`config.mk`:
```
export PLATFORM = sky130hd
export DESIGN_NAME = mloc_option_cmds
export DESIGN_NICKNAME = d
export VERILOG_FILES = /design/src/mloc_pkg.sv /design/src/mloc_conn_msg.sv /design/src/mloc_option_cmds.sv
export SDC_FILE = /design/constraint.sdc
export NUM_CORES = 1
export LEC_CHECK = 0
export BUFFER_PORTS_ARGS = -buffer_cell sky130_fd_sc_hd__clkbuf_2
export CORE_UTILIZATION = 40
export CTS_BUF_LIST = sky130_fd_sc_hd__clkbuf_8
export DETAILED_ROUTE_END_ITERATION = 16
export PLACE_DENSITY = 0.65
export SLEW_MARGIN = 20
export SYNTH_ARGS = -nofsm -noshare
export SYNTH_HDL_FRONTEND = slang
export SYNTH_SLANG_ARGS = --single-unit
```
`constraint.sdc`:
```
create_clock -name clk_i -period 4.66 [get_ports clk_i]
set_input_delay 0.233 -clock clk_i [delete_from_list [all_inputs] [get_ports clk_i]]
set_output_delay 0.233 -clock clk_i [all_outputs]
set_load 0.02 [all_outputs]
```
`src/mloc_pkg.sv`:
```
/*
  Shared constants and types for the modem link option command block:
  command codes, reset values, second-output functions, timing and the
  connect message text.
  Assumes a single 25 MHz clock domain for every user of the package.
*/
package mloc_pkg;

  // Binary command codes, used as the register address
  localparam logic [7:0] CMD_CONNECT_REPORT = 8'h38;
  localparam logic [7:0] CMD_LEAVE_MODE = 8'h09;
  localparam logic [7:0] CMD_OUT_C_TIMEOUT = 8'h2e;
  localparam logic [7:0] CMD_OUT_B_FUNC = 8'h1f;

  // Reset values and limits
  localparam logic CONNECT_REPORT_RST = 1'b0;
  localparam logic [15:0] CONNECT_REPORT_MAX = 16'h0001;
  localparam logic [15:0] OUT_C_TIMEOUT_RST = 16'h0003;
  localparam logic [15:0] OUT_B_FUNC_MAX = 16'h0004;

  // Number of bytes a read returns
  localparam logic [1:0] LEN_NONE = 2'h0;
  localparam logic [1:0] LEN_ONE = 2'h1;
  localparam logic [1:0] LEN_TWO = 2'h2;

  // Timing: one timeout unit is a second
  localparam int SECOND_NS = 1_000_000_000;
  localparam int CLK_PERIOD_NS = 40;
  localparam int CYCLES_PER_SEC = SECOND_NS / CLK_PERIOD_NS;

  // Connect message: a word followed by four hex digits
  localparam logic [55:0] MSG_WORD = "CONNECT";
  localparam logic [3:0] MSG_WORD_LEN = 4'h7;
  localparam logic [3:0] MSG_LAST_IDX = 4'ha;
  localparam logic [7:0] ASCII_ZERO = 8'h30;
  localparam logic [7:0] ASCII_ALPHA_OFS = 8'h37;

  // Second output line functions, in the order of their codes 0 to 4
  typedef enum logic [2:0] {
    B_CTS,
    B_TXEN_LOW,
    B_PASS_HIGH,
    B_TXEN_HIGH,
    B_PASS_LOW
  } mloc_b_func_t;

  typedef struct packed {
    logic wr;
    logic rd;
    logic [7:0] addr;
    logic [15:0] wdata;
  } mloc_bus_req_t;

  typedef struct packed {
    logic [15:0] data;
    logic [1:0] len;
    logic err;
  } mloc_rsp_t;

endpackage

```
`src/mloc_conn_msg.sv`:
```
/*
  Serialiser for the connect message: the fixed word followed by the
  remote source address as four upper-case hex characters.
  Assumes the sink accepts a byte when ready_i is high beside valid_o.
*/
`timescale 1ns/1ps
`default_nettype none

module mloc_conn_msg (
  // Clock and reset
  input wire logic clk_i,
  input wire logic rst_b_i,
  // Request
  input wire logic start_i,
  input wire logic [15:0] addr_i,
  output logic busy_o,
  // Byte stream to the host
  input wire logic ready_i,
  output logic valid_o,
  output logic [7:0] data_o
);

  typedef enum logic {MS_IDLE, MS_SEND} mloc_msg_state_t;

  mloc_msg_state_t state_q;
  logic [3:0] idx_q;
  logic [15:0] addr_q;
  logic [7:0] data_q;

  function automatic logic [7:0] char_at(input logic [3:0] i, input logic [15:0] a);
    logic [3:0] h;
    h = 4'h0;
    if (i < mloc_pkg::MSG_WORD_LEN) begin
      return mloc_pkg::MSG_WORD[8*(6-i) +: 8];
    end
    h = a[4*(10-i) +: 4];
    // Hex digits, most significant first, right after the word
    if (h < 4'ha) begin
      return mloc_pkg::ASCII_ZERO + {4'h0, h};
    end
    return mloc_pkg::ASCII_ALPHA_OFS + {4'h0, h};
  endfunction

  always_ff @(posedge clk_i or negedge rst_b_i) begin
    if (!rst_b_i) begin
      state_q <= MS_IDLE;
      idx_q <= 4'h0;
      addr_q <= 16'h0000;
      data_q <= 8'h00;
    end else begin
      case (state_q)
        MS_IDLE: begin
          if (start_i) begin
            state_q <= MS_SEND;
            idx_q <= 4'h0;
            addr_q <= addr_i;
            data_q <= char_at(4'h0, addr_i);
          end
        end
        MS_SEND: begin
          if (ready_i) begin
            if (idx_q == mloc_pkg::MSG_LAST_IDX) begin
              state_q <= MS_IDLE;
            end else begin
              idx_q <= idx_q + 4'h1;
              data_q <= char_at(idx_q + 4'h1, addr_q);
            end
          end
        end
        default: begin
          state_q <= MS_IDLE;
        end
      endcase
    end
  end

  assign valid_o = (state_q == MS_SEND);
  assign busy_o = (state_q == MS_SEND);
  assign data_o = data_q;

endmodule

`default_nettype wire

```
`src/mloc_option_cmds.sv`:
```
/*
  Option command handling of a stand-alone radio modem: connect message
  switch, explicit exit from text command mode, watchdog on the third
  output line and function select of the second output line.
  Assumes all inputs come from logic on the same 25 MHz clock; the command
  port is a plain strobe bus with read data one cycle after the strobe.
*/
// Decided for this implementation: strobed register access and the address map.
`timescale 1ns/1ps
`default_nettype none

module mloc_option_cmds #(
  parameter int CLK_PER_SEC = mloc_pkg::CYCLES_PER_SEC,
  parameter logic OUT_C_DEFAULT = 1'b0
) (
  // Clock and reset
  input wire logic clk_i,
  input wire logic rst_b_i,
  // Command port
  input wire mloc_pkg::mloc_bus_req_t bus_i,
  output mloc_pkg::mloc_rsp_t rsp_o,
  // Connection events from the link logic
  input wire logic is_base_i,
  input wire logic conn_est_i,
  input wire logic [15:0] remote_addr_i,
  // Connect message to the host
  input wire logic msg_ready_i,
  output logic msg_valid_o,
  output logic [7:0] msg_data_o,
  // Text command mode
  input wire logic cmd_mode_enter_i,
  input wire logic cmd_mode_expire_i,
  output logic cmd_mode_o,
  output logic leave_cmd_mode_o,
  // Third output line and remote status updates
  input wire logic in_c_upd_i,
  input wire logic in_c_level_i,
  output logic out_line_c_o,
  // Second output line
  input wire logic rx_ready_i,
  input wire logic tx_active_i,
  output logic out_line_b_o
);

  localparam int DIV_W = $clog2(CLK_PER_SEC + 1);
  localparam logic [DIV_W-1:0] DIV_LAST = DIV_W'(CLK_PER_SEC - 1);

  logic connect_report_q;
  logic [15:0] out_c_timeout_q;
  mloc_pkg::mloc_b_func_t b_func_q;
  logic cmd_mode_q;
  logic leave_q;
  mloc_pkg::mloc_rsp_t rsp_q;
  logic [DIV_W-1:0] div_q;
  logic [15:0] sec_q;
  logic out_c_q;
  logic out_b_q;
  logic msg_busy;
  logic wr_report, wr_timeout, wr_func, wr_leave;
  logic report_ok, func_ok;
  logic sec_tick, expired;

  function automatic logic known_cmd(input logic [7:0] a);
    return (a == mloc_pkg::CMD_CONNECT_REPORT) || (a == mloc_pkg::CMD_OUT_C_TIMEOUT) ||
           (a == mloc_pkg::CMD_OUT_B_FUNC) || (a == mloc_pkg::CMD_LEAVE_MODE);
  endfunction

  // Command decode
  assign wr_report = bus_i.wr && (bus_i.addr == mloc_pkg::CMD_CONNECT_REPORT);
  assign wr_timeout = bus_i.wr && (bus_i.addr == mloc_pkg::CMD_OUT_C_TIMEOUT);
  assign wr_func = bus_i.wr && (bus_i.addr == mloc_pkg::CMD_OUT_B_FUNC);
  assign wr_leave = bus_i.wr && (bus_i.addr == mloc_pkg::CMD_LEAVE_MODE);
  assign report_ok = (bus_i.wdata <= mloc_pkg::CONNECT_REPORT_MAX);
  assign func_ok = (bus_i.wdata <= mloc_pkg::OUT_B_FUNC_MAX);

  // Out of range values are dropped so the setting keeps a legal value
  always_ff @(posedge clk_i or negedge rst_b_i) begin
    if (!rst_b_i) begin
      connect_report_q <= mloc_pkg::CONNECT_REPORT_RST;
    end else if (wr_report && report_ok) begin
      connect_report_q <= bus_i.wdata[0];
    end
  end

  // Full 16-bit range is legal
  always_ff @(posedge clk_i or negedge rst_b_i) begin
    if (!rst_b_i) begin
      out_c_timeout_q <= mloc_pkg::OUT_C_TIMEOUT_RST;
    end else if (wr_timeout) begin
      out_c_timeout_q <= bus_i.wdata;
    end
  end

  // CTS after reset
  always_ff @(posedge clk_i or negedge rst_b_i) begin
    if (!rst_b_i) begin
      b_func_q <= mloc_pkg::B_CTS;
    end else if (wr_func && func_ok) begin
      b_func_q <= mloc_pkg::mloc_b_func_t'(bus_i.wdata[2:0]);
    end
  end

  // Read answers and write errors, one cycle after the strobe
  always_ff @(posedge clk_i or negedge rst_b_i) begin
    if (!rst_b_i) begin
      rsp_q <= '0;
    end else begin
      rsp_q <= '0;
      if (bus_i.rd) begin
        case (bus_i.addr)
          mloc_pkg::CMD_CONNECT_REPORT: begin
            rsp_q.data <= {15'h0000, connect_report_q};
            rsp_q.len <= mloc_pkg::LEN_ONE;
          end
          mloc_pkg::CMD_OUT_C_TIMEOUT: begin
            rsp_q.data <= out_c_timeout_q;
            rsp_q.len <= mloc_pkg::LEN_TWO;
          end
          mloc_pkg::CMD_OUT_B_FUNC: begin
            rsp_q.data <= {13'h0000, b_func_q};
            rsp_q.len <= mloc_pkg::LEN_ONE;
          end
          default: begin
            rsp_q.err <= 1'b1;
          end
        endcase
      end else if (bus_i.wr) begin
        rsp_q.err <= !known_cmd(bus_i.addr) || (wr_report && !report_ok) ||
                     (wr_func && !func_ok);
      end
    end
  end

  assign rsp_o = rsp_q;

  // Leaving wins over a simultaneous entry, no inactivity wait
  always_ff @(posedge clk_i or negedge rst_b_i) begin
    if (!rst_b_i) begin
      cmd_mode_q <= 1'b0;
      leave_q <= 1'b0;
    end else begin
      leave_q <= wr_leave && cmd_mode_q;
      if (wr_leave || cmd_mode_expire_i) begin
        cmd_mode_q <= 1'b0;
      end else if (cmd_mode_enter_i) begin
        cmd_mode_q <= 1'b1;
      end
    end
  end

  assign cmd_mode_o = cmd_mode_q;
  assign leave_cmd_mode_o = leave_q;

  // Second prescaler, restarted by each update so the window is exact
  assign sec_tick = (div_q == DIV_LAST);

  always_ff @(posedge clk_i or negedge rst_b_i) begin
    if (!rst_b_i) begin
      div_q <= '0;
    end else if (in_c_upd_i || sec_tick) begin
      div_q <= '0;
    end else begin
      div_q <= div_q + DIV_W'(1);
    end
  end

  always_ff @(posedge clk_i or negedge rst_b_i) begin
    if (!rst_b_i) begin
      sec_q <= 16'h0000;
    end else if (in_c_upd_i) begin
      sec_q <= 16'h0000;
    end else if (sec_tick && (sec_q != 16'hffff)) begin
      sec_q <= sec_q + 16'h0001;
    end
  end

  // A zero timeout disables the watchdog
  assign expired = (out_c_timeout_q != 16'h0000) && (sec_q >= out_c_timeout_q);

  // A fresh update wins over expiry in the same cycle
  always_ff @(posedge clk_i or negedge rst_b_i) begin
    if (!rst_b_i) begin
      out_c_q <= OUT_C_DEFAULT;
    end else if (in_c_upd_i) begin
      out_c_q <= in_c_level_i;
    end else if (expired) begin
      out_c_q <= OUT_C_DEFAULT;
    end
  end

  assign out_line_c_o = out_c_q;

  // CTS is active low: low while the receive side can take data
  always_ff @(posedge clk_i or negedge rst_b_i) begin
    if (!rst_b_i) begin
      out_b_q <= 1'b0;
    end else begin
      case (b_func_q)
        mloc_pkg::B_CTS: out_b_q <= !rx_ready_i;
        mloc_pkg::B_TXEN_LOW: out_b_q <= !tx_active_i;
        mloc_pkg::B_TXEN_HIGH: out_b_q <= tx_active_i;
        mloc_pkg::B_PASS_HIGH: out_b_q <= 1'b1;
        mloc_pkg::B_PASS_LOW: out_b_q <= 1'b0;
        default: out_b_q <= !rx_ready_i;
      endcase
    end
  end

  assign out_line_b_o = out_b_q;

  // A connection while a message is still going out is not reported
  mloc_conn_msg u_msg (
    .clk_i(clk_i),
    .rst_b_i(rst_b_i),
    .start_i(conn_est_i && connect_report_q && is_base_i),
    .addr_i(remote_addr_i),
    .busy_o(msg_busy),
    .ready_i(msg_ready_i),
    .valid_o(msg_valid_o),
    .data_o(msg_data_o)
  );
endmodule

`default_nettype wire

```
# After elaboration in Yosys (flattened, before gate mapping)
# Cells that the tools add are included.
[totals]
reg_bits = 113
inputBits = 53
out_inout_bits = 32
wordCells = 115
[classes]
addsub = 7
magnitude_cmp = 5
n_eq_ne = 14
shift = 2
muxes = 38
bitwise_logic = 1
n_reduce_logical = 32
[ops]
columns = ["op", "count"]
rows = [
  ["8-bit 2-to-1 mux", 7],
  ["56-bit by 33-bit variable part select with 8-bit output (first input constant)", 1],
  ["18-bit case mux with 3 select lines", 1],
  ["16-bit by 33-bit variable part select with 4-bit output", 1],
  ["16-bit 2-to-1 mux", 2],
  ["25-bit by 1-bit adder with 25-bit output (second input constant)", 1],
  ["25-bit equality test (second input constant)", 1],
  ["25-bit 2-to-1 mux", 1],
  ["1-bit 2-to-1 mux", 19],
  ["18-bit 2-to-1 mux", 1],
  ["16-bit by 1-bit adder with 16-bit output (second input constant)", 1],
  ["8-bit by 6-bit equality test with 1-bit output (second input constant)", 2],
  ["16-bit greater-or-equal comparator", 1],
  ["16-bit by 1-bit less-or-equal comparator with 1-bit output (second input constant)", 1],
  ["16-bit by 3-bit less-or-equal comparator with 1-bit output (second input constant)", 1],
  ["16-bit != test (second input constant)", 1],
  ["8-bit case mux with 2 select lines", 1],
  ["16-bit nonzero test", 1],
  ["6-bit by 4-bit adder with 7-bit output (first input constant)", 2],
  ["1-bit logical AND", 13],
  ["4-bit 2-to-1 mux", 3],
  ["8-bit by 4-bit equality test with 1-bit output (second input constant)", 1],
  ["8-bit by 5-bit equality test with 1-bit output (second input constant)", 1],
  ["4-bit case mux with 2 select lines", 1],
  ["20 further kinds", 34],
]

# Depth between registers and ports, before layout
[logic_depth]
word_depth = 15
mapped_depth = 13

# By module
# Synthesis repeated with hierarchy kept, for this count alone.
[hier_totals]
cells_unflattened = 623
hier_area_um2 = 6005.8
[by_module_without_submodules]
columns = ["mod", "instances", "cells_per_inst", "area_per_inst_um2", "seq_area_each_um2"]
rows = [
  ["mloc_option_cmds", 1, 419, 4271.6, 2104.5],
  ["mloc_conn_msg", 1, 204, 1734.2, 700.7],
]

# Worst setup path before layout
# No wires, ideal clock.
[synth_path]
kind = "register to register"
startpoint = "register u_msg.idx_q[0]"
endpoint = "register u_msg.data_q[4] (netlist: u_msg.data_o[4])"
setup_time_ns = 0.121
t_arrival_ns = 2.824
required_ns = 4.539
slack_ns = 1.715
stages_incl_launch_ff = 13
path_buffers = 3
synth_period_minus_slack_ns = 2.945
cell_sequence = "dfrtp_1 buf_2 clkbuf_1 inv_1 ha_1 buf_1 a21o_1 a21oi_1 o21a_1 nand2_1 ha_1 a211o_1 a22o_1"
[synth_via]
elab_chain_cells = 14
word_cells_on_any_way = 28
classes_between = "add/sub (5); order compare (2); eq/ne (2); shift (2); mux (16); reduce/logical (1)"
[synth_rtl]
columns = ["item", "line", "source"]
rows = [
  ["start, declared", "mloc_conn_msg.sv:26", "logic [3:0] idx_q;"],
  ["start signal, assigned", "mloc_conn_msg.sv:65", "idx_q <= idx_q + 4'h1;"],
  ["4-bit by 1-bit adder with 4-bit output", "mloc_conn_msg.sv:66", "data_q <= char_at(idx_q + 4'h1, addr_q);"],
  ["4-bit by 4-bit subtractor with 5-bit output", "mloc_conn_msg.sv:36", "h = a[4*(10-i) +: 4];"],
  ["16-bit by 33-bit variable part select with 4-bit output", "mloc_conn_msg.sv:36", ""],
  ["4-bit < comparator", "mloc_conn_msg.sv:38", "if (h < 4'ha) begin"],
  ["1-bit 2-to-1 mux", "mloc_conn_msg.sv:38", ""],
  ["1-bit 2-to-1 mux", "mloc_conn_msg.sv:36", ""],
  ["1-bit 2-to-1 mux", "mloc_conn_msg.sv:62", "if (idx_q == mloc_pkg::MSG_LAST_IDX) begin"],
  ["1-bit 2-to-1 mux", "mloc_conn_msg.sv:61", "if (ready_i) begin"],
  ["1-bit 2-to-1 mux", "mloc_conn_msg.sv:51", "case (state_q)"],
  ["8-bit 2-to-1 mux", "mloc_conn_msg.sv:41", "return mloc_pkg::ASCII_ALPHA_OFS + {4'h0, h};"],
  ["8-bit 2-to-1 mux", "mloc_conn_msg.sv:36", ""],
  ["8-bit 2-to-1 mux", "mloc_conn_msg.sv:62", ""],
  ["8-bit 2-to-1 mux", "mloc_conn_msg.sv:61", ""],
  ["8-bit case mux with 2 select lines", "mloc_conn_msg.sv:51", ""],
  ["end signal, assigned", "mloc_conn_msg.sv:57", "data_q <= char_at(4'h0, addr_i);"],
  ["end signal, assigned", "mloc_conn_msg.sv:66", ""],
  ["end, declared", "mloc_conn_msg.sv:28", "logic [7:0] data_q;"],
]
# Parallel ways exist; a longest one is shown, timed or not. The select of a mux whose other input is x is not followed.
# A chain may end at the register's enable or synchronous reset.

# Worst setup path in the final report
# Ends and elaborated chain as after synthesis.

==> results.toml <==
[run_status]
status = "finished clean"

[global_route]
grt_pass1_wl_microns = 20300
antenna_found_initial = 0
track_usage_pct = 17.3
grt_pass1_vias = 4167
grt_max_degree = 70
overflow = 0

[power_and_ir_drop]
combinationalPowerShare_pct = 6.2
swShare_pct = 24.7
vdd_drop_max_mv = 0.148
power_frac_clock_pct = 38.0
p_sw_w = 0.000442
power_per_cell_area_nw_per_um2 = 268
p_leak_nw = 3.12
seqPwrFrac_pct = 55.8
p_int_w = 0.00134

[logic_synthesis]
syn_area_per_cell_sq_um = 10.5
yosys.cell_types.count = 63
synth_ff_type = "dfrtp_1"
synth.area.mux_share_pct = 8.71
asyncSetResetFlopFracSynth_pct = 100
synth_edf_count = 0
syn_inst = 552
synth_fa_ha_area_share_pct = 4.74
synthSimpleGateAreaFrac_pct = 20.8
synth_warnings = 0
syn_nets = 627
netlist_area_sq_um = 5810
yosysSeqAreaShare_pct = 48.3
synth_seq_cells = 112
yosysTopAreaCell = "dfrtp_1"
synth_top_family_by_area = "simple AND/OR/NAND/NOR gates"
synth_top_area_share_pct = 47.4
synth_xor_area_share_pct = 6.18
synth-compound-area-share_pct = 8.62
synthTopCellsByArea = "dfrtp_1 47%, mux2_2 7.0%, ha_1 4.7%, nor2_1 4.5%, xnor2_1 3.8%"

[cells_and_area]
fillers = 1275
drive_above_1_share_pct = 25.0
regArea_sq_um = 2810
fin_cells = 821
final_area_sq_um = 6670
diodes = 0
multi_input_comb_area_sq_um = 2850
area_growth_pct = 14.8
final_nets = 711

[routing]
drtIter0Drc = 243
drtPass1Iterations = 4
wl_microns = 12100
drc = 0
viasPerCell = 5.28
routedWlPerCell_microns = 14.7
ant_nets = 0
via_count = 4333

[timing]
finalCritPeriodShare_pct = 66.8
hold_viol_final = 0
timing.final.crit_period_ns = 3.11
relSlewSlack_pct = 38.6
fin_worst_skew_ns = 0.0190
rsz0062_at_grt = "no"
tns_ns = 0
max_slew.worst_pin.slew_ns = 0.916
clock.fmax_mhz = 321
slew_viol_final = 0
setup_violations = 0

[clocking]
cts.sinks = 112
clock_latency_ns = 0.40
ctsHtreeMaxLevel = 3
cts.clk_slew.worst_paths_ns = 0.11
cts_tree = "done"
ctsLongestPathBuffers = 2
cts_resized = 0
root_buffer = "clkbuf_8"
cts_inserted_buffers = 9

[worst_setup_path]
path_max_fanout = 19
crit_type = "register to register"
worstPathRequired_ns = 4.95
startpoint_type = "register"
cp_data_arrival_time_ns = 3.40
end_kind = "register"

[place]
gp_congestion = 0.822
portBuffers = 83
place_area_sq_um = 6400
placed_cells = 802
post-dp-hpwl_microns = 8810

[floorplanning]
core_area_sq_um = 14000
die_x_microns = 122
die_h_microns = 122
initial_core_util_pct = 41.4
boundaryPins = 85
dieArea_sq_um = 15000
rows = 43

[flow_run]
drv_cap = 0

[hold_path]
hp-class = "input port to register"
==> sequential cells by signal, indices dropped and copies added, names as in the netlist <==
name / count
u_msg.idx_q: 4
b_func_q: 3
leave_cmd_mode_o: 1
out_c_timeout_q: 16
out_line_c_o: 1
u_msg.data_o: 7
u_msg.addr_q: 16
cmd_mode_o: 1
sec_q: 16
out_line_b_o: 1
connect_report_q: 1
rsp_o: 19
u_msg.busy_o: 1
div_q: 25
==> power by group through the flow <==
stage | Clock (W) | Combinational [W] | Sequential, W
3_3_place_gp | 0 | 0.000108 | 0.00101
5_1_grt | 0.000734 | 0.000127 | 0.000999
6_report | 0.000678 | 0.000111 | 0.000997
3_5_place_dp | 0 | 0.000111 | 0.00102
2_1_floorplan | 0 | 0.0000460 | 0.00102
4_1_cts | 0.000697 | 0.000113 | 0.000997
==> per-stage QoR <==
stage                     setup slack (ns)  hold slack (ns)  util (%)  total power [W]
after CTS                             1.54           0.0536      47.4          0.00181
after floorplan                       1.71          -0.0626         -          0.00106
after global placement                1.69            0.389      45.6          0.00112
after detailed placement              1.55            0.392      45.6          0.00113
final                                 1.55           0.0696      47.5          0.00179
after global routing                  1.24           0.0609      47.5          0.00186
==> metal layers <==
| layer | routed length (microns) | GRT usage [%] | share of wire, % | vias to the layer above |
|---|---|---|---|---|
| met3 | 448 | 3.35 | 3.7 | 16 |
| met4 | 203 | 6.78 | 1.7 | 0 |
| met2 | 5590 | 26.4 | 46 | 85 |
| met5 | 0 | 0 | 0 | - |
| met1 | 5850 | 24.1 | 48 | 2099 |
| li1 | - | - | - | 2133 |
==> final cells by class <==
class                      instances  share of cell area (%)
clock buffer                       9                    1.86
clock inverter                     7                    1.73
inverter                          22                    1.24
multi-input combinational        403                    42.8
sequential                       112                    42.1
tap                              180                    3.38
timing repair buffer              88                    6.91
==> cells by family after synthesis <==
| group | after synthesis |
|---|---|
| AOI/OAI and AO/OA | 75 |
| adders and majority gates | 22 |
| buffers and inverters | 37 |
| other | 1 |
| xor gates and xnor gates | 41 |
| and+or+nand+nor | 223 |
| DFF | 112 |
| muxes | 41 |
==> synthesized netlist by cell type (all sizes together) (10+ instances only) <==
| cell type | number |
|---|---|
| nor4 | 14 |
| xnor2 | 25 |
| nand4 | 11 |
| inv | 22 |
| xor2 | 16 |
| o21ai | 17 |
| dfrtp | 110 |
| mux2 | 36 |
| nand2 | 29 |
| nand3 | 23 |
| and3 | 23 |
| nor3 | 14 |
| nor2 | 69 |
| ha | 22 |
| clkbuf | 10 |
| a21oi | 16 |
==> worst paths after layout <==
check,startpoint,endpoint,depth (start not counted),slack [ns]
max in group asynchronous,rst_b_i,u_msg.idx_q[2]$_DFFE_PN0P_,3,3.13
max reg2reg,u_msg.idx_q[0]$_DFFE_PN0P_,u_msg.data_o[4]$_DFFE_PN0P_,9,1.55
min,remote_addr_i[12],u_msg.addr_q[12]$_DFFE_PN0P_,2,0.07
max,u_msg.idx_q[0]$_DFFE_PN0P_,u_msg.data_o[4]$_DFFE_PN0P_,9,1.55
min reg2reg,u_msg.data_o[5]$_DFFE_PN0P_,u_msg.data_o[5]$_DFFE_PN0P_,1,0.50
min in group asynchronous,rst_b_i,out_line_b_o$_DFF_PN0_,2,0.48
==> critical path: stages (launching register included) <==
cell and delay [ns]:
dfrtp_1 0.79, inv_1 0.20, ha_1 0.52, a21o_1 0.24
a21oi_1 0.26, o21a_1 0.26, nand2_1 0.08, ha_1 0.22
a211o_1 0.28, a22o_1 0.18
==> timing repair <==
action,in CTS,in global routing
endpoints found under the hold margin,64,0
hold buffers,2,0
buffers inserted,0,0
==> layout by cell type, fill, tap and decap left out, drive strengths merged, types with 5 or more instances in the layout <==
cell    synthesis  layout
and3           23      23
a22oi           6       6
nand3          23      23
a21oi          16      16
a21o            6       6
ha             22      22
mux2           36      36
or3             5       5
nand2b          8       8
nor4           14      14
nand4          11      11
xnor2          25      25
nor3           14      14
nor2           69      69
dfrtp         110     110
o21ai          17      17
nand2          29      29
nor2b           8       8
inv            22      24
xor2           16      16
clkbuf         10      91
(Power assumes the default switching activity.)
